===== src/shared/sxd_pkg.sv =====
// Constants and types for the system exception dispatch block
package sxd_pkg;
    localparam logic [31:0] VEC_SYS = 32'h0000_000C;
    localparam logic [31:0] VEC_DEADLOCK = 32'h0000_0010;
    localparam logic [31:0] VEC_VV = 32'h0000_001C;
    localparam logic [31:0] VEC_MACH = 32'h0000_0020;
    localparam logic [7:0] CLS_DL_LAST = 8'h00;
    localparam logic [7:0] CLS_UNDEF = 8'h01;
    localparam logic [7:0] CLS_VV = 8'h02;
    localparam logic [7:0] CLS_DL_HW = 8'h04;
    localparam logic [7:0] CLS_RING = 8'h08;
    localparam logic [7:0] CLS_PTE = 8'h09;
    localparam logic [7:0] CLS_NONRES = 8'h0A;
    localparam logic [7:0] CLS_HARD = 8'h0B;
    localparam logic [7:0] Q_NONE = 8'h00;
    localparam logic [7:0] QR_PRIV = 8'h00;
    localparam logic [7:0] QR_INWARD = 8'h01;
    localparam logic [7:0] QR_OUT_SYSC = 8'h02;
    localparam logic [7:0] QR_IN_RET = 8'h03;
    localparam logic [7:0] QR_GATE = 8'h04;
    localparam logic [7:0] QR_FRAME = 8'h05;
    localparam logic [7:0] QR_COMM = 8'h06;
    localparam logic [7:0] QR_TRAP = 8'h07;
    localparam logic [7:0] QP_READ = 8'h01;
    localparam logic [7:0] QP_WRITE = 8'h02;
    localparam logic [7:0] QP_EXEC = 8'h03;
    localparam logic [7:0] QP_SDR = 8'h04;
    localparam logic [7:0] QP_L1 = 8'h05;
    localparam logic [7:0] QP_L2 = 8'h06;
    localparam logic [7:0] QP_LT = 8'h07;
    localparam logic [7:0] QP_IO = 8'h08;
    localparam logic [7:0] QN_DATA = 8'h00;
    localparam logic [7:0] QN_TABLE = 8'h01;
    localparam logic [7:0] QD_SYNC = 8'h00;
    localparam logic [7:0] QD_MIXED = 8'h01;
    localparam logic [15:0] CR_LAST = 16'h803F;
    localparam logic [15:0] CR_R0_LAST = 16'h00FF;
    localparam logic [3:0] REG_CTRL = 4'h0;
    localparam logic [3:0] REG_CAUSE = 4'h4;
    localparam logic [3:0] REG_STATUS = 4'h8;
    localparam logic [3:0] REG_VECTOR = 4'hC;
    localparam int CTRL_VV = 0;
    localparam int CTRL_MP = 1;
    localparam int CTRL_IO = 2;
    localparam logic [2:0] CTRL_RST = 3'h6;
    localparam int ST_CAT = 0;
    localparam int ST_PUSH = 1;
    localparam int ST_HOLD = 2;

    typedef struct packed {
        logic valid;
        logic [2:0] ring;
        logic undef_op;
        logic vreg_rd;
        logic vreg_wr;
        logic vlen_acc;
        logic vstride_acc;
        logic vmask_acc;
        logic vflag_acc;
        logic elem_store;
        logic priv_op;
        logic inward_addr;
        logic sysc_outward;
        logic ret_inward;
        logic ret_ext;
        logic bad_gate;
        logic bad_frame_len;
        logic cr_op;
        logic [15:0] cr_addr;
        logic trap_bad;
        logic rd_deny;
        logic wr_deny;
        logic ex_deny;
        logic sdr_inv;
        logic l1_inv;
        logic l2_inv;
        logic lt_inv;
        logic io_inv;
        logic nonres_data;
        logic nonres_tbl;
        logic boundary;
        logic sysc_go;
        logic rtn_go;
    } sxd_evt_t;

    typedef struct packed {
        logic last;
        logic hw;
        logic mixed;
    } sxd_dl_t;

    typedef struct packed {
        logic valid;
        logic [31:0] vec;
        logic [31:0] cause;
        logic ctx_frame;
        logic clr_psw;
        logic flush_young;
        logic page_fault;
    } sxd_disp_t;

    typedef enum logic [1:0] {
        ST_IDLE = 2'b00,
        ST_PFPUSH = 2'b01
    } sxd_state_t;
endpackage


===== src/design/sxd_dispatch.sv =====
// System exception detection, priority and dispatch with Avalon-MM registers
//
// The Avalon-MM slave port and the placing of the registers were chosen for this implementation.
module sxd_dispatch import sxd_pkg::*; #(
    parameter bit DEFER_CR = 1'b1
) (
    input wire logic CLOCK_I,
    input wire logic RESET_I,
    input wire logic [3:0] AVS_ADDRESS_I,
    input wire logic AVS_READ_I,
    input wire logic AVS_WRITE_I,
    input wire logic [31:0] AVS_WRITEDATA_I,
    input wire logic [3:0] AVS_BYTEENABLE_I,
    output logic [31:0] AVS_READDATA_O,
    output logic AVS_WAITREQUEST_O,
    input wire sxd_evt_t OLD_EVT_I,
    input wire sxd_evt_t YOUNG_EVT_I,
    input wire sxd_dl_t DEADLOCK_I,
    input wire logic FRAME_DONE_I,
    output sxd_disp_t DISPATCH_O,
    output logic CAT_PENDING_O
);
    function automatic logic [31:0] code(input logic [7:0] cls, input logic [7:0] q);
        code = {16'h0000, cls, q};
    endfunction

    function automatic sxd_disp_t classify(input sxd_evt_t ev, input logic vv,
                                           input logic mp, input logic io,
                                           input logic crbad);
        sxd_disp_t d;
        logic vtouch;
        d = '0;
        vtouch = ev.vreg_rd | ev.vreg_wr | ev.vlen_acc | ev.vstride_acc
            | ev.vmask_acc | ev.vflag_acc | ev.elem_store;
        d.valid = ev.valid;
        d.vec = VEC_SYS;
        if (ev.undef_op) begin
            d.cause = code(CLS_UNDEF, Q_NONE);
        end else if (ev.priv_op && ev.ring != 3'h0) begin
            d.cause = code(CLS_RING, QR_PRIV);
        end else if (vtouch && !vv) begin
            d.vec = VEC_VV;
            d.cause = code(CLS_VV, Q_NONE);
        end else if (ev.inward_addr) begin
            d.cause = code(CLS_RING, QR_INWARD);
        end else if (ev.sysc_outward) begin
            d.cause = code(CLS_RING, QR_OUT_SYSC);
        end else if (ev.ret_inward && ev.ret_ext) begin
            d.cause = code(CLS_RING, QR_IN_RET);
        end else if (ev.bad_gate) begin
            d.cause = code(CLS_RING, QR_GATE);
        end else if (ev.bad_frame_len) begin
            d.cause = code(CLS_RING, QR_FRAME);
        end else if (mp && crbad && !DEFER_CR) begin
            d.cause = code(CLS_RING, QR_COMM);
            d.ctx_frame = 1'b1;
            d.clr_psw = 1'b1;
        end else if (mp && ev.trap_bad) begin
            d.cause = code(CLS_RING, QR_TRAP);
        end else if (ev.rd_deny) begin
            d.cause = code(CLS_PTE, QP_READ);
            d.ctx_frame = 1'b1;
            d.page_fault = 1'b1;
        end else if (ev.wr_deny) begin
            d.cause = code(CLS_PTE, QP_WRITE);
            d.ctx_frame = 1'b1;
            d.page_fault = 1'b1;
        end else if (ev.ex_deny) begin
            d.cause = code(CLS_PTE, QP_EXEC);
            d.ctx_frame = 1'b1;
            d.page_fault = 1'b1;
        end else if (ev.sdr_inv) begin
            d.cause = code(CLS_PTE, QP_SDR);
            d.ctx_frame = 1'b1;
            d.page_fault = 1'b1;
        end else if (ev.l1_inv) begin
            d.cause = code(CLS_PTE, QP_L1);
            d.ctx_frame = 1'b1;
            d.page_fault = 1'b1;
        end else if (ev.l2_inv) begin
            d.cause = code(CLS_PTE, QP_L2);
            d.ctx_frame = 1'b1;
            d.page_fault = 1'b1;
        end else if (mp && ev.lt_inv) begin
            d.cause = code(CLS_PTE, QP_LT);
            d.ctx_frame = 1'b1;
            d.page_fault = 1'b1;
        end else if (io && ev.io_inv) begin
            d.cause = code(CLS_PTE, QP_IO);
            d.ctx_frame = 1'b1;
        end else if (ev.nonres_data || ev.nonres_tbl) begin
            // Reached only when every enabled validity and access check above passed
            d.cause = code(CLS_NONRES, ev.nonres_data ? QN_DATA : QN_TABLE);
            d.ctx_frame = 1'b1;
            d.page_fault = 1'b1;
        end else begin
            d.valid = 1'b0;
        end
        classify = d;
    endfunction

    logic [2:0] ctrl_r;
    logic [31:0] cause_r;
    logic [31:0] vector_r;
    logic cat_r;
    logic cat_nxt;
    logic sysc_open_r;
    logic sysc_open_nxt;
    logic wait_r;
    logic [31:0] rdata_r;
    sxd_state_t st_r;
    sxd_state_t st_nxt;
    sxd_disp_t disp_r;
    sxd_disp_t disp_nxt;

    wire logic bus_req = AVS_READ_I | AVS_WRITE_I;
    wire logic bus_ack = bus_req & ~wait_r;
    wire logic ctrl_we = bus_ack & AVS_WRITE_I & (AVS_ADDRESS_I == REG_CTRL)
        & AVS_BYTEENABLE_I[0];
    wire logic [31:0] status_w = {29'h0, 1'b0, st_r == ST_PFPUSH, cat_r};
    wire logic [31:0] rdata_sel =
        (AVS_ADDRESS_I == REG_CTRL) ? {29'h0, ctrl_r} :
        (AVS_ADDRESS_I == REG_CAUSE) ? cause_r :
        (AVS_ADDRESS_I == REG_STATUS) ? (status_w | {29'h0, sysc_open_r, 2'b00}) :
        (AVS_ADDRESS_I == REG_VECTOR) ? vector_r : 32'h0000_0000;

    wire logic vv = ctrl_r[CTRL_VV];
    wire logic mp = ctrl_r[CTRL_MP];
    wire logic io = ctrl_r[CTRL_IO];
    wire logic crbad0 = OLD_EVT_I.cr_op && ((OLD_EVT_I.cr_addr > CR_LAST)
        || (OLD_EVT_I.cr_addr <= CR_R0_LAST && OLD_EVT_I.ring != 3'h0));
    wire logic crbad1 = YOUNG_EVT_I.cr_op && ((YOUNG_EVT_I.cr_addr > CR_LAST)
        || (YOUNG_EVT_I.cr_addr <= CR_R0_LAST && YOUNG_EVT_I.ring != 3'h0));
    wire sxd_disp_t cls0 = classify(OLD_EVT_I, vv, mp, io, crbad0);
    wire sxd_disp_t cls1 = classify(YOUNG_EVT_I, vv, mp, io, crbad1);
    wire logic cat_take = DEFER_CR && cat_r && !sysc_open_r
        && OLD_EVT_I.valid && OLD_EVT_I.boundary;
    wire logic take0 = !cat_take && cls0.valid;
    wire logic take1 = !cat_take && !cls0.valid && cls1.valid;
    wire logic take_dl = !cat_take && !cls0.valid && !cls1.valid
        && (DEADLOCK_I.last || DEADLOCK_I.hw);
    wire logic cat_set = DEFER_CR && mp && ((OLD_EVT_I.valid && crbad0)
        || (take1 && YOUNG_EVT_I.valid && crbad1));
    wire logic pf_again = (st_r == ST_PFPUSH)
        && ((take0 && cls0.page_fault) || (take1 && cls1.page_fault));

    always_comb begin
        disp_nxt = '0;
        if (cat_take) begin
            disp_nxt.valid = 1'b1;
            disp_nxt.vec = VEC_SYS;
            disp_nxt.cause = code(CLS_RING, QR_COMM);
            disp_nxt.clr_psw = 1'b1;
            disp_nxt.flush_young = 1'b1;
        end else if (pf_again) begin
            disp_nxt.valid = 1'b1;
            disp_nxt.vec = VEC_MACH;
            disp_nxt.cause = code(CLS_HARD, Q_NONE);
            disp_nxt.ctx_frame = 1'b1;
            disp_nxt.flush_young = 1'b1;
        end else if (take0) begin
            disp_nxt = cls0;
            disp_nxt.flush_young = 1'b1;
        end else if (take1) begin
            disp_nxt = cls1;
        end else if (take_dl) begin
            disp_nxt.valid = 1'b1;
            disp_nxt.vec = VEC_DEADLOCK;
            if (DEADLOCK_I.last) begin
                disp_nxt.cause = code(CLS_DL_LAST, Q_NONE);
            end else begin
                disp_nxt.cause = code(CLS_DL_HW, DEADLOCK_I.mixed ? QD_MIXED : QD_SYNC);
            end
        end
    end

    // Set wins over the clear taken at the boundary
    assign cat_nxt = cat_set | (cat_r & ~cat_take);
    assign sysc_open_nxt = (OLD_EVT_I.valid && OLD_EVT_I.sysc_go && (cat_r || cat_set))
        | (sysc_open_r & ~(OLD_EVT_I.valid & OLD_EVT_I.rtn_go));

    always_comb begin
        case (st_r)
            ST_IDLE: st_nxt = (disp_nxt.valid && disp_nxt.page_fault) ? ST_PFPUSH : ST_IDLE;
            ST_PFPUSH: st_nxt = (FRAME_DONE_I || pf_again) ? ST_IDLE : ST_PFPUSH;
            default: st_nxt = ST_IDLE;
        endcase
    end

    // The VV, MP and IO checks are gated by the ctrl_r bits; the deferred trap is held off in a system call entered while it is pending or being set
    always_ff @(posedge CLOCK_I) begin
        if (RESET_I) begin
            disp_r <= '0;
            st_r <= ST_IDLE;
            cat_r <= 1'b0;
            sysc_open_r <= 1'b0;
        end else begin
            disp_r <= disp_nxt;
            st_r <= st_nxt;
            cat_r <= cat_nxt;
            sysc_open_r <= sysc_open_nxt;
        end
    end

    always_ff @(posedge CLOCK_I) begin
        if (RESET_I) begin
            cause_r <= 32'h0000_0000;
            vector_r <= 32'h0000_0000;
        end else if (disp_nxt.valid) begin
            cause_r <= disp_nxt.cause;
            vector_r <= disp_nxt.vec;
        end
    end

    always_ff @(posedge CLOCK_I) begin
        if (RESET_I) begin
            ctrl_r <= CTRL_RST;
        end else if (ctrl_we) begin
            ctrl_r <= AVS_WRITEDATA_I[2:0];
        end
    end

    always_ff @(posedge CLOCK_I) begin
        if (RESET_I) begin
            wait_r <= 1'b1;
            rdata_r <= 32'h0000_0000;
        end else begin
            wait_r <= ~(bus_req & wait_r);
            rdata_r <= (bus_req & wait_r) ? rdata_sel : 32'h0000_0000;
        end
    end

    assign AVS_READDATA_O = rdata_r;
    assign AVS_WAITREQUEST_O = wait_r;
    assign DISPATCH_O = disp_r;
    assign CAT_PENDING_O = cat_r;
endmodule


===== config.mk =====
export PLATFORM = sky130hd
export DESIGN_NAME = sxd_dispatch
export DESIGN_NICKNAME = d
export VERILOG_FILES = /design/src/shared/sxd_pkg.sv /design/src/design/sxd_dispatch.sv
export SDC_FILE = /design/constraint.sdc
export NUM_CORES = 1
export LEC_CHECK = 0
export BUFFER_PORTS_ARGS = -buffer_cell sky130_fd_sc_hd__clkbuf_2
export CORE_AREA = 2 2 97 99
export CTS_CLUSTER_SIZE = 20
export DETAILED_ROUTE_END_ITERATION = 10
export DIE_AREA = 0 0 99 101
export MAX_ROUTING_LAYER = met4
export PLACE_DENSITY_LB_ADDON = 0.12
export SYNTH_ARGS = -nofsm -noshare
export SYNTH_HDL_FRONTEND = slang
export SYNTH_SLANG_ARGS = --single-unit
export TNS_END_PERCENT = 20

===== constraint.sdc =====
create_clock -name CLOCK_I -period 4.7 [get_ports CLOCK_I]
set_clock_uncertainty 0.05 [all_clocks]
set_input_delay 0.705 -clock CLOCK_I [delete_from_list [all_inputs] [get_ports CLOCK_I]]
set_output_delay 0.705 -clock CLOCK_I [all_outputs]
set_load 0.05 [all_outputs]

==> results of run 1 <==
==> final cells by class <==
type                       instances  area (um2)
clock buffer                       7        86.3
clock inverter                     1        7.51
fill                             968        5490
inverter                           7        26.3
multi-input combinational        299        1700
sequential                        44         881
tap                              111         139
timing repair buffer             129         646
==> layer usage <==
layer | GRT usage [%] | up-vias | wire [um]
met1 | 18.5 | 1262 | 3380
met2 | 29.4 | 145 | 4160
li1 | - | 1410 | -
met3 | 2.98 | 0 | 707
met5 | - | - | 0
met4 | 2.53 | 0 | 0
==> state kept, by name, indices dropped and copies added, names as in the netlist <==
signal	flops
CAT_PENDING_O	1
vector_r	3
AVS_WAITREQUEST_O	1
st_r	1
ctrl_r	3
AVS_READDATA_O	10
cause_r	8
DISPATCH_O	16
sysc_open_r	1
==> synthesized netlist by cell type, types with 2 or more instances <==
cell / count / area share, %
nor2_1: 25 / 3.2
and2_1: 10 / 2.1
clkbuf_1: 4 / 0.51
o31ai_1: 10 / 2.6
inv_1: 7 / 0.90
a2111oi_0: 2 / 0.60
o41ai_1: 2 / 0.60
buf_4: 75 / 19
o21ai_0: 12 / 2.1
mux2i_1: 5 / 1.7
o41ai_4: 2 / 1.9
a31oi_1: 6 / 1.3
a211o_1: 2 / 0.60
a2111o_1: 2 / 0.77
nand3_1: 7 / 1.2
nor3_1: 19 / 3.3
nor2b_1: 8 / 1.7
nand2b_1: 4 / 0.86
nand2_1: 31 / 4.0
o211ai_1: 2 / 0.51
o21bai_1: 2 / 0.51
a21oi_1: 17 / 2.9
a21o_1: 6 / 1.5
o22a_1: 5 / 1.5
a22oi_1: 3 / 0.77
a211oi_1: 3 / 0.77
nand4b_1: 2 / 0.60
or3_1: 3 / 0.64
or4_1: 2 / 0.51
o22ai_1: 2 / 0.43
dfxtp_1: 44 / 30
and3_1: 6 / 1.3
nor4_1: 6 / 1.3
==> power breakdown <==
| group | switching [mW] | total, mW | internal, mW |
|---|---|---|---|
| Combinational | 0.222 | 0.284 | 0.0618 |
| Clock | 0.121 | 0.240 | 0.119 |
| Sequential | 0.00580 | 0.389 | 0.383 |
==> worst max-delay path, stage by stage, from the launching register on <==
cell       delay, ns
dfxtp_1         0.55
a2111oi_1       0.53
nand4_1         0.36
o41ai_4         0.55
nand2_1         0.18
o311ai_0        0.48
and3_1          0.26
o22a_1          0.12
==> cells by family (layout without fill, tap and decap cells) <==
logic type	Yosys count	after routing	share of synthesized area [%]
multiplexers	6	6	2.49
buffers and inverters	87	144	20.9
other	1	74	0.128
flip-flops	44	44	30.2
AO/OA/AOI/OAI	92	92	24.4
AND/OR/NAND/NOR	127	127	21.9
==> worst min-delay path by stage <==
stage	startpoint	slack, ns	end
after floorplan	st_r[0]$_SDFF_PP0_	0.35	DISPATCH_O[0]$_SDFF_PP0_
after global placement	st_r[0]$_SDFF_PP0_	0.37	DISPATCH_O[0]$_SDFF_PP0_
after detailed placement	st_r[0]$_SDFF_PP0_	0.38	DISPATCH_O[0]$_SDFF_PP0_
after CTS	st_r[0]$_SDFF_PP0_	0.39	DISPATCH_O[0]$_SDFF_PP0_
after global routing	st_r[0]$_SDFF_PP0_	0.41	DISPATCH_O[0]$_SDFF_PP0_
final	cause_r[11]$_SDFFE_PP0P_	0.40	cause_r[11]$_SDFFE_PP0P_
==> stage by stage <==
stage	utilization, %	instances	hold WS [ns]	setup slack [ns]	cell area (um2)
finish	38.9	598	0.398	1.56	3490
detailed placement	37.8	590	0.379	1.35	3390
floorplan	-	430	0.351	1.93	3190
global placement	37.8	590	0.365	1.34	3390
global route	38.9	598	0.411	1.32	3490
CTS	38.9	598	0.391	1.53	3490
==> key figures, run 1 <==
Clock tree
  – Post-CTS Setup Bufs: 0
  – CTS tree: done
  – CTS Root Cell: clkbuf_8
  – Clock-pin slew on the worst setup and hold paths: roughly 0.080 ns
  – CTS H-Tree Depth: 2
  – TritonCTS buffer count: 5
  – Clock sink count: 44
  – Worst-Skew Late Latency: 0.29 ns
  – Post-CTS Resized: 0
  – Hold_buf cts: 0
  – Clk buf depth: 2

Synth
  – Number of synthesized register bits: 44
  – Post-synth ARST share: 0%
  – Cells after synthesis: between 300 and 400
  – Cell Area, Synth: 2920 um2
  – Most used DFF post-synth: dfxtp_1
  – Yosys warns: 0
  – Avg Cell Area, Syn: 8.18 um2
  – EDFF count, synth: 0
  – Register area share after synthesis: ~30%
  – Synth cell types: between 50 and 60

Status
  – Outcome: finished, final reports clean

GRT
  – Antenna violations before repair: 0
  – Global-route wire length before repair: about 12 mm
  – Largest net degree at the start of global routing: 17
  – Number of global-route vias before repair: ~2600
  – Overflow after GRT: 0
  – GRT Overall Usage: 16.0%

Floorplan
  – Die W: between 90 and 100 um
  – CORE AREA: ~9000 um2
  – Initial Util: about 33%
  – Site row count: 35
  – DIE AREA: 10000 um2
  – I/O pin count: about 250
  – Chip Height: between 100 and 150 um

Route
  – Total wire length: a little over 8 mm
  – Via count: 2817
  – Wire per inst: 13.8 um
  – Via density: 4.71
  – First-pass DRT Iterations: 4
  – Initial DRC count: between 60 and 70
  – Final ANT Viol Nets: 0
  – DRC errors left: 0

Worst hold path
  – Hold Path Cell Cnt: 1
  – HP Class: flop to flop

Cells and area
  – N_diodes: 0
  – Most common cell after layout, fill and taps aside: clkbuf_2
  – Final net count: between 600 and 700
  – Share of cells above drive strength 1: between 20% and 30%
  – Layout overhead on the synthesized area: 19.5%
  – Most frequent cells in the layout: 129 x clkbuf_2, 74 x conb_1, 44 x dfxtp_1

Timing
  – Final setup fails: 0
  – Tcrit/Tclk final: approximately two thirds
  – Final-report hold violation count: 0
  – RSZ-0062 raised after global routing: false
  – Actual slew at the worst max-slew pin: around 0.72 ns
  – Max Clk Rate: 0.318 GHz
  – Fin crit period: between 3 and 4 ns
  – Slew HR: around 52%
  – Final Slew Violations: 0
  – Post-Route Setup TNS: 0 ns

Placed design
  – Port buffer count: approximately 130
  – GP Congestion: 0.856
  – Placed wire-length estimate: 7.14 mm

Worst setup path
  – End of the critical path: cause_r[1]$_SDFFE_PP0P_
  – Reg2reg start: ctrl_r[1]$_SDFFE_PP1P_
  – Crit path kind: flop to flop
  – R2r endpoint: cause_r[1]$_SDFFE_PP0P_
  – CP Launch Point: ctrl_r[1]$_SDFFE_PP1P_
  – CP required: a little under 5 ns
  – Worst Path Arrival: around 3.3 ns
  – Critical Path Sink Type: flop
  – Critical Path Source Type: flop
  – Worst r2r path cells: 7
  – R2R setup slack: ~1.6 ns
  – Crit-path max FO: 16

Power
  – Maximum vdd drop: between 0.1 and 0.15 mV
  – Tot Pwr: slightly above 0.9 mW
  – Leakage: 1.69 nW
  – Power density over the cells: between 200 and 300 nW/um2

Run
  – Max Cap Viol: 0
No activity file was read; power rests on OpenSTA's default activity.
==> run 2, diff against run 1 <==
Settings changed: CORE_AREA 2 2 97 99 to 2 2 98 100, DIE_AREA 0 0 99 101 to 0 0 100 102.
Clock period 4.7 ns to 2.9 ns, I/O delays scaled along.
==> key figures, run 2 (synthesis gave the netlist of run 1 again) <==
Route
  – Via density: 4.70 (-0.22%)
  – Via count: 2933 (+4.1%)
  – Initial DRC count: 66 (-2.9%)
  – Final ANT Viol Nets: 0 (unchanged)
  – Total wire length: 8.42 mm (+2.1%)
  – Wire per inst: 13.5 um (-2.1%)
  – First-pass DRT Iterations: 4 (unchanged)
  – DRC errors left: 0 (unchanged)

Cells and area
  – Most common cell after layout, fill and taps aside: clkbuf_2
  – Multi-input gate area: 1710 um2 (+0.29%)
  – Max reg flops: 16 (unchanged)
  – Reg area: 881 um2 (unchanged)
  – Most frequent cells in the layout: 129 x clkbuf_2, 74 x conb_1, 44 x dfxtp_1
  – Final net count: 660 (+4.1%)
  – Share of cells above drive strength 1: 33.7% (+4.2 points)
  – Filler cell count: 1000 (+3.3%)
  – N_diodes: 0 (unchanged)
  – Layout overhead on the synthesized area: 27.1%

Power
  – Leakage: 1.82 nW (+7.9%)
  – Power density over the cells: 425 nW/um2 (+63%)
  – Tot Pwr: 1.58 mW (+73%)
  – Sw Ratio: 37.0% (-1.2 points)
  – Maximum vdd drop: 0.195 mV (+54%)
  – Logic pwr share: 30.4% (-0.7 points)
  – Pint: 0.995 mW (+76%)
  – Sw Pwr: 0.584 mW (+67%)
  – Clock power share: 29.7% (+3.4 points)
  – Register share of total power: 39.9% (-2.7 points)

Clock tree
  – TritonCTS buffer count: 5 (unchanged)
  – CTS H-Tree Depth: 2 (unchanged)
  – CTS Root Cell: clkbuf_8
  – Hold_buf cts: 0 (unchanged)
  – Clock sink count: 44 (unchanged)
  – Post-CTS Resized: 0 (unchanged)
  – CTS tree: done
  – Worst-Skew Late Latency: 0.29 ns (about the same)
  – Clock-pin slew on the worst setup and hold paths: 0.09 ns (about the same)
  – Clk buf depth: 2 (unchanged)
  – Post-CTS Setup Bufs: 0 (unchanged)

Placed design
  – Dpl ws: 0.0174 ns (-1.33 ns)
  – GP Congestion: 0.886 (+3.6%)
  – Port buffer count: 129 (unchanged)
  – Placed wire-length estimate: 7.36 mm (+3.0%)

GRT
  – GRT Overall Usage: 16.3% (+0.27 points)
  – Largest net degree at the start of global routing: 16 (-1)
  – Number of global-route vias before repair: 2647 (+2.2%)
  – Overflow after GRT: 0 (unchanged)
  – Antenna violations before repair: 0 (unchanged)
  – Global-route wire length before repair: 12.7 mm (+2.9%)

Worst setup path
  – Crit-path max FO: 6 (-10)
  – Critical Path Sink Type: flop
  – Worst Path Arrival: 2.91 ns (-0.42 ns)
  – CP required: 3.10 ns (-1.78 ns)
  – Crit path kind: flop to flop
  – Critical Path Source Type: flop

Timing
  – Setup WS post-layout: 0.187 ns (-1.37 ns)
  – Final setup fails: 0 (unchanged)
  – Max Clk Rate: 0.369 GHz (+16%)
  – Post-Route Setup TNS: 0 ns (unchanged)
  – Actual slew at the worst max-slew pin: 0.712 ns (-0.00408 ns)
  – Tcrit/Tclk final: 93.5% (+27 points)
  – Final Slew Violations: 0 (unchanged)
  – Fin crit period: 2.71 ns (-0.430 ns)
  – Final-report hold violation count: 0 (unchanged)
  – RSZ-0062 raised after global routing: false
  – Slew HR: 52.5% (+0.34 points)

Floorplan
  – Die W: 100 um (+1.0%)
  – Chip Height: 102 um (+0.99%)
  – Initial Util: 32.0% (-0.47 points)
  – CORE AREA: 9110 um2 (+1.5%)
  – I/O pin count: 251 (unchanged)
  – DIE AREA: 10200 um2 (+2.0%)
  – Site row count: 35 (unchanged)

Worst hold path
  – HP Class: input port to flop

Status
  – Outcome: finished, final reports clean

Run
  – Max Cap Viol: 0 (unchanged)
## run 2: cell types whose count changed in the layout (fill, tap and decap cells not counted), sizes merged
cell / delta
buf: +26
clkbuf: -2
clkinv: +2
bufinv: +1
clkinvlp: -1
## run 2: power by group through the flow
stage | clock network (mW) | registers, mW | logic (mW)
after CTS | 0.483 | 0.630 | 0.479
after global routing | 0.505 | 0.632 | 0.512
final | 0.469 | 0.630 | 0.479
after floorplan | 0 | 0.678 | 0.380
after detailed placement | 0 | 0.645 | 0.478
after global placement | 0 | 0.644 | 0.474
## run 2: final cells by class
type / count / area share [%]
clock buffers: 5 / 1.85
clock inverters: 3 / 1.28
inverters: 7 / 0.708
multi-input cells: 299 / 46.0
flip-flops and latches: 44 / 23.7
well taps: 111 / 3.74
repair buffers: 155 / 22.7
## run 2: per-layer routing
layer | wire [um] | global-route usage (%)
met4 | 23 | 3.37
met1 | 3580 | 19.6
met5 | 0 | -
met2 | 4080 | 29.1
met3 | 728 | 2.39
## run 2: worst paths after layout
check	depth (start not counted)	slack, ns	endpoint	from
setup reg to reg	8	0.19	cause_r[2]$_SDFFE_PP0P_	ctrl_r[1]$_SDFFE_PP1P_
setup / recovery	8	0.19	cause_r[2]$_SDFFE_PP0P_	ctrl_r[1]$_SDFFE_PP1P_
hold / removal	3	0.32	ctrl_r[1]$_SDFFE_PP1P_	AVS_WRITEDATA_I[1]
hold reg to reg	1	0.37	DISPATCH_O[0]$_SDFF_PP0_	st_r[0]$_SDFF_PP0_
## run 2: through the flow
| stage | hold WS, ns | utilization, % | cells | cell area, um2 |
|---|---|---|---|---|
| floorplan | 0.351 | - | 430 | 3190 |
| global route | 0.331 | 40.7 | 624 | 3710 |
| finish | 0.325 | 40.7 | 624 | 3710 |
| CTS | 0.320 | 40.7 | 624 | 3710 |
| global placement | 0.360 | 39.4 | 616 | 3590 |
| detailed placement | 0.363 | 39.4 | 616 | 3590 |
## run 2: critical path, stage by stage (launching register included)
cell and delay, ns:
dfxtp_1 0.42, a2111oi_1 0.46, nand4_1 0.27, o41ai_4 0.46
nand2_1 0.17, o41ai_1 0.34, buf_4 0.17, and3_1 0.20
o22a_1 0.13
==> run 3, diff against run 2 <==
Settings changed: PLACE_DENSITY from default to 0.69, PLACE_DENSITY_LB_ADDON 0.12 to default.
==> key figures, run 3 (synthesis gave the netlist of run 1 again) <==
Cells and area
  – Share of cells above drive strength 1: 32.9% (-0.85 points)
  – Final net count: 655 (-0.76%)
  – Final non-filler cell total: 619 (-0.80%)
  – Layout overhead on the synthesized area: 25.8%
  – Filler cell count: 951 (-4.9%)
  – Most frequent cells in the layout: 129 x clkbuf_2, 74 x conb_1, 44 x dfxtp_1
  – Max reg flops: 16 (unchanged)
  – Most common cell after layout, fill and taps aside: clkbuf_2
  – N_diodes: 0 (unchanged)

Floorplan
  – Initial Util: 32.0% (unchanged)
  – CORE AREA: 9110 um2 (unchanged)
  – DIE AREA: 10200 um2 (unchanged)
  – Die W: 100 um (unchanged)
  – Chip Height: 102 um (unchanged)
  – I/O pin count: 251 (unchanged)
  – Site row count: 35 (unchanged)

Worst hold path
  – Worst hold endpoint: ctrl_r[2]$_SDFFE_PP1P_
  – Hold wc startpoint: AVS_WRITEDATA_I[2]
  – Hold Path Cell Cnt: 3 (unchanged)
  – HP Class: input port to flop

GRT
  – Met3 Resource Use GR: 2.67% (+0.27 points)
  – Largest net degree at the start of global routing: 16 (unchanged)
  – GRT Overall Usage: 16.3% (about the same)
  – Top Usage Layer GRT: met2
  – Met2 usage: 31.1% (+2.0 points)
  – Overflow after GRT: 0 (unchanged)
  – Antenna violations before repair: 0 (unchanged)
  – Met1 Use GR: 16.8% (-2.8 points)
  – Global-route wire length before repair: 12.8 mm (+0.92%)
  – Number of global-route vias before repair: 2796 (+5.6%)

Clock tree
  – TritonCTS buffer count: 5 (unchanged)
  – CTS Root Cell: clkbuf_8
  – CTS H-Tree Depth: 2 (unchanged)
  – Clock-pin slew on the worst setup and hold paths: 0.08 ns (about the same)
  – Hold_buf cts: 0 (unchanged)
  – CTS tree: done
  – Worst-Skew Late Latency: 0.29 ns (about the same)
  – Clk buf depth: 2 (unchanged)
  – Clock sink count: 44 (unchanged)

Run
  – Max Cap Viol: 0 (unchanged)

Timing
  – Actual slew at the worst max-slew pin: 0.729 ns (+0.0165 ns)
  – Slew HR: 51.4% (-1.1 points)
  – Tcrit/Tclk final: 89.8% (-3.7 points)
  – RSZ-0062 raised after global routing: false
  – Final Slew Violations: 0 (unchanged)
  – Max Clk Rate: 0.384 GHz (+4.1%)
  – Final-report hold violation count: 0 (unchanged)
  – Fin crit period: 2.61 ns (-0.107 ns)
  – Final setup fails: 0 (unchanged)

Worst setup path
  – R2r endpoint: cause_r[2]$_SDFFE_PP0P_
  – Critical Path Sink Type: flop
  – Crit path kind: flop to flop
  – Crit-path max cell delay: 0.45 ns (about the same)
  – Slowest CP cell: o41ai_4
  – Crit-path max FO: 7 (+1)
  – CP required: 3.09 ns (about the same)
  – Critical Path Source Type: flop
  – Worst Path Arrival: 2.79 ns (-0.12 ns)
  – CP cell instances: a2111oi_2, nand4_1, o41ai_4, nand2_1, o41ai_1, buf_4, and3_1, o22a_1
  – Reg2reg start: ctrl_r[1]$_SDFFE_PP1P_
  – Worst r2r path cells: 8 (unchanged)
  – R2R setup slack: 0.29 ns (+0.11 ns)

Status
  – Outcome: finished, final reports clean

Placed design
  – Placed wire-length estimate: 7.38 mm (+0.21%)
  – Port buffer count: 129 (unchanged)
  – Cells after DPL: 611 (-0.81%)
  – GP Congestion: 0.900 (+1.5%)

Route
  – DRC errors left: 0 (unchanged)
  – Total wire length: 8.40 mm (-0.27%)
  – Via density: 4.84 (+2.9%)
  – First-pass DRT Iterations: 4 (unchanged)
  – Via count: 2994 (+2.1%)
  – Wire per inst: 13.6 um (+0.53%)
  – Initial DRC count: 95 (+44%)
  – Final ANT Viol Nets: 0 (unchanged)

Power
  – Tot Pwr: 1.57 mW (-0.43%)
  – Leakage: 1.80 nW (-1.2%)
  – Maximum vdd drop: 0.232 mV (+19%)
  – Power density over the cells: 428 nW/um2 (+0.58%)
[run 3: changes by cell type in the layout (fill, tap and decap cells not counted), sizes merged]
cell and delta:
buf -5
[run 3: worst max-delay path: cells and delay by family (launching register included)]
| family | cells | cell delay [ns] |
|---|---|---|
| AO/OA/AOI/OAI | 4 | 1.29 |
| buffers and inverters | 1 | 0.18 |
| flip-flops | 1 | 0.42 |
| AND/OR/NAND/NOR | 3 | 0.61 |
[run 3: worst max-delay path by stage]
| stage | start | to | depth (start not counted) |
|---|---|---|---|
| 2_1_floorplan | YOUNG_EVT_I[6] | cause_r[0]$_SDFFE_PP0P_ | 7 |
| 3_3_place_gp | OLD_EVT_I[13] | cause_r[1]$_SDFFE_PP0P_ | 8 |
| 3_5_place_dp | OLD_EVT_I[13] | cause_r[1]$_SDFFE_PP0P_ | 8 |
| 4_1_cts | ctrl_r[1]$_SDFFE_PP1P_ | cause_r[1]$_SDFFE_PP0P_ | 7 |
| 5_1_grt | ctrl_r[1]$_SDFFE_PP1P_ | cause_r[2]$_SDFFE_PP0P_ | 8 |
| 6_report | ctrl_r[1]$_SDFFE_PP1P_ | cause_r[2]$_SDFFE_PP0P_ | 8 |
[run 3: stage by stage]
| step | cell area, um2 | setup WS (ns) | hold slack [ns] | setup TNS (ns) | utilization (%) |
|---|---|---|---|---|---|
| floorplan | 3190 | 0.399 | 0.351 | 0 | - |
| global placement | 3550 | 0.0119 | 0.366 | 0 | 39.0 |
| detailed placement | 3550 | -0.0149 | 0.372 | -0.0149 | 39.0 |
| CTS | 3670 | 0.118 | 0.314 | 0 | 40.3 |
| global route | 3670 | 0.0211 | 0.316 | 0 | 40.3 |
| finish | 3670 | 0.294 | 0.318 | 0 | 40.3 |
[run 3: power breakdown]
group | switching, mW | internal [mW] | leakage (nW) | total (mW)
Sequential | 0.00918 | 0.621 | 0.358 | 0.630
Combinational | 0.365 | 0.112 | 1.39 | 0.477
Clock | 0.205 | 0.259 | 0.0583 | 0.465
Total | 0.579 | 0.992 | 1.80 | 1.57
[run 3: repair_timing]
action / 4_1_cts / 5_1_grt
buffers inserted: 0 / 0
endpoints found under the setup margin: 0 / 8
gates resized for setup: 0 / 2
[run 3: layer usage]
metal / up-vias / wire [um]
met1: 1345 / 3230
met5: - / 0
li1: 1462 / -
met3: 20 / 697
met2: 167 / 4230
met4: 0 / 232
[run 3: final cells by class]
cell class / instances / area, um2 / share of cell area (%)
multi-input combinational: 299 / 1710 / 46.5
sequential: 44 / 881 / 24.0
timing repair buffer: 150 / 803 / 21.9
tap: 111 / 139 / 3.78
clock buffer: 5 / 68.8 / 1.87
clock inverter: 3 / 47.5 / 1.29
inverter: 7 / 26.3 / 0.715
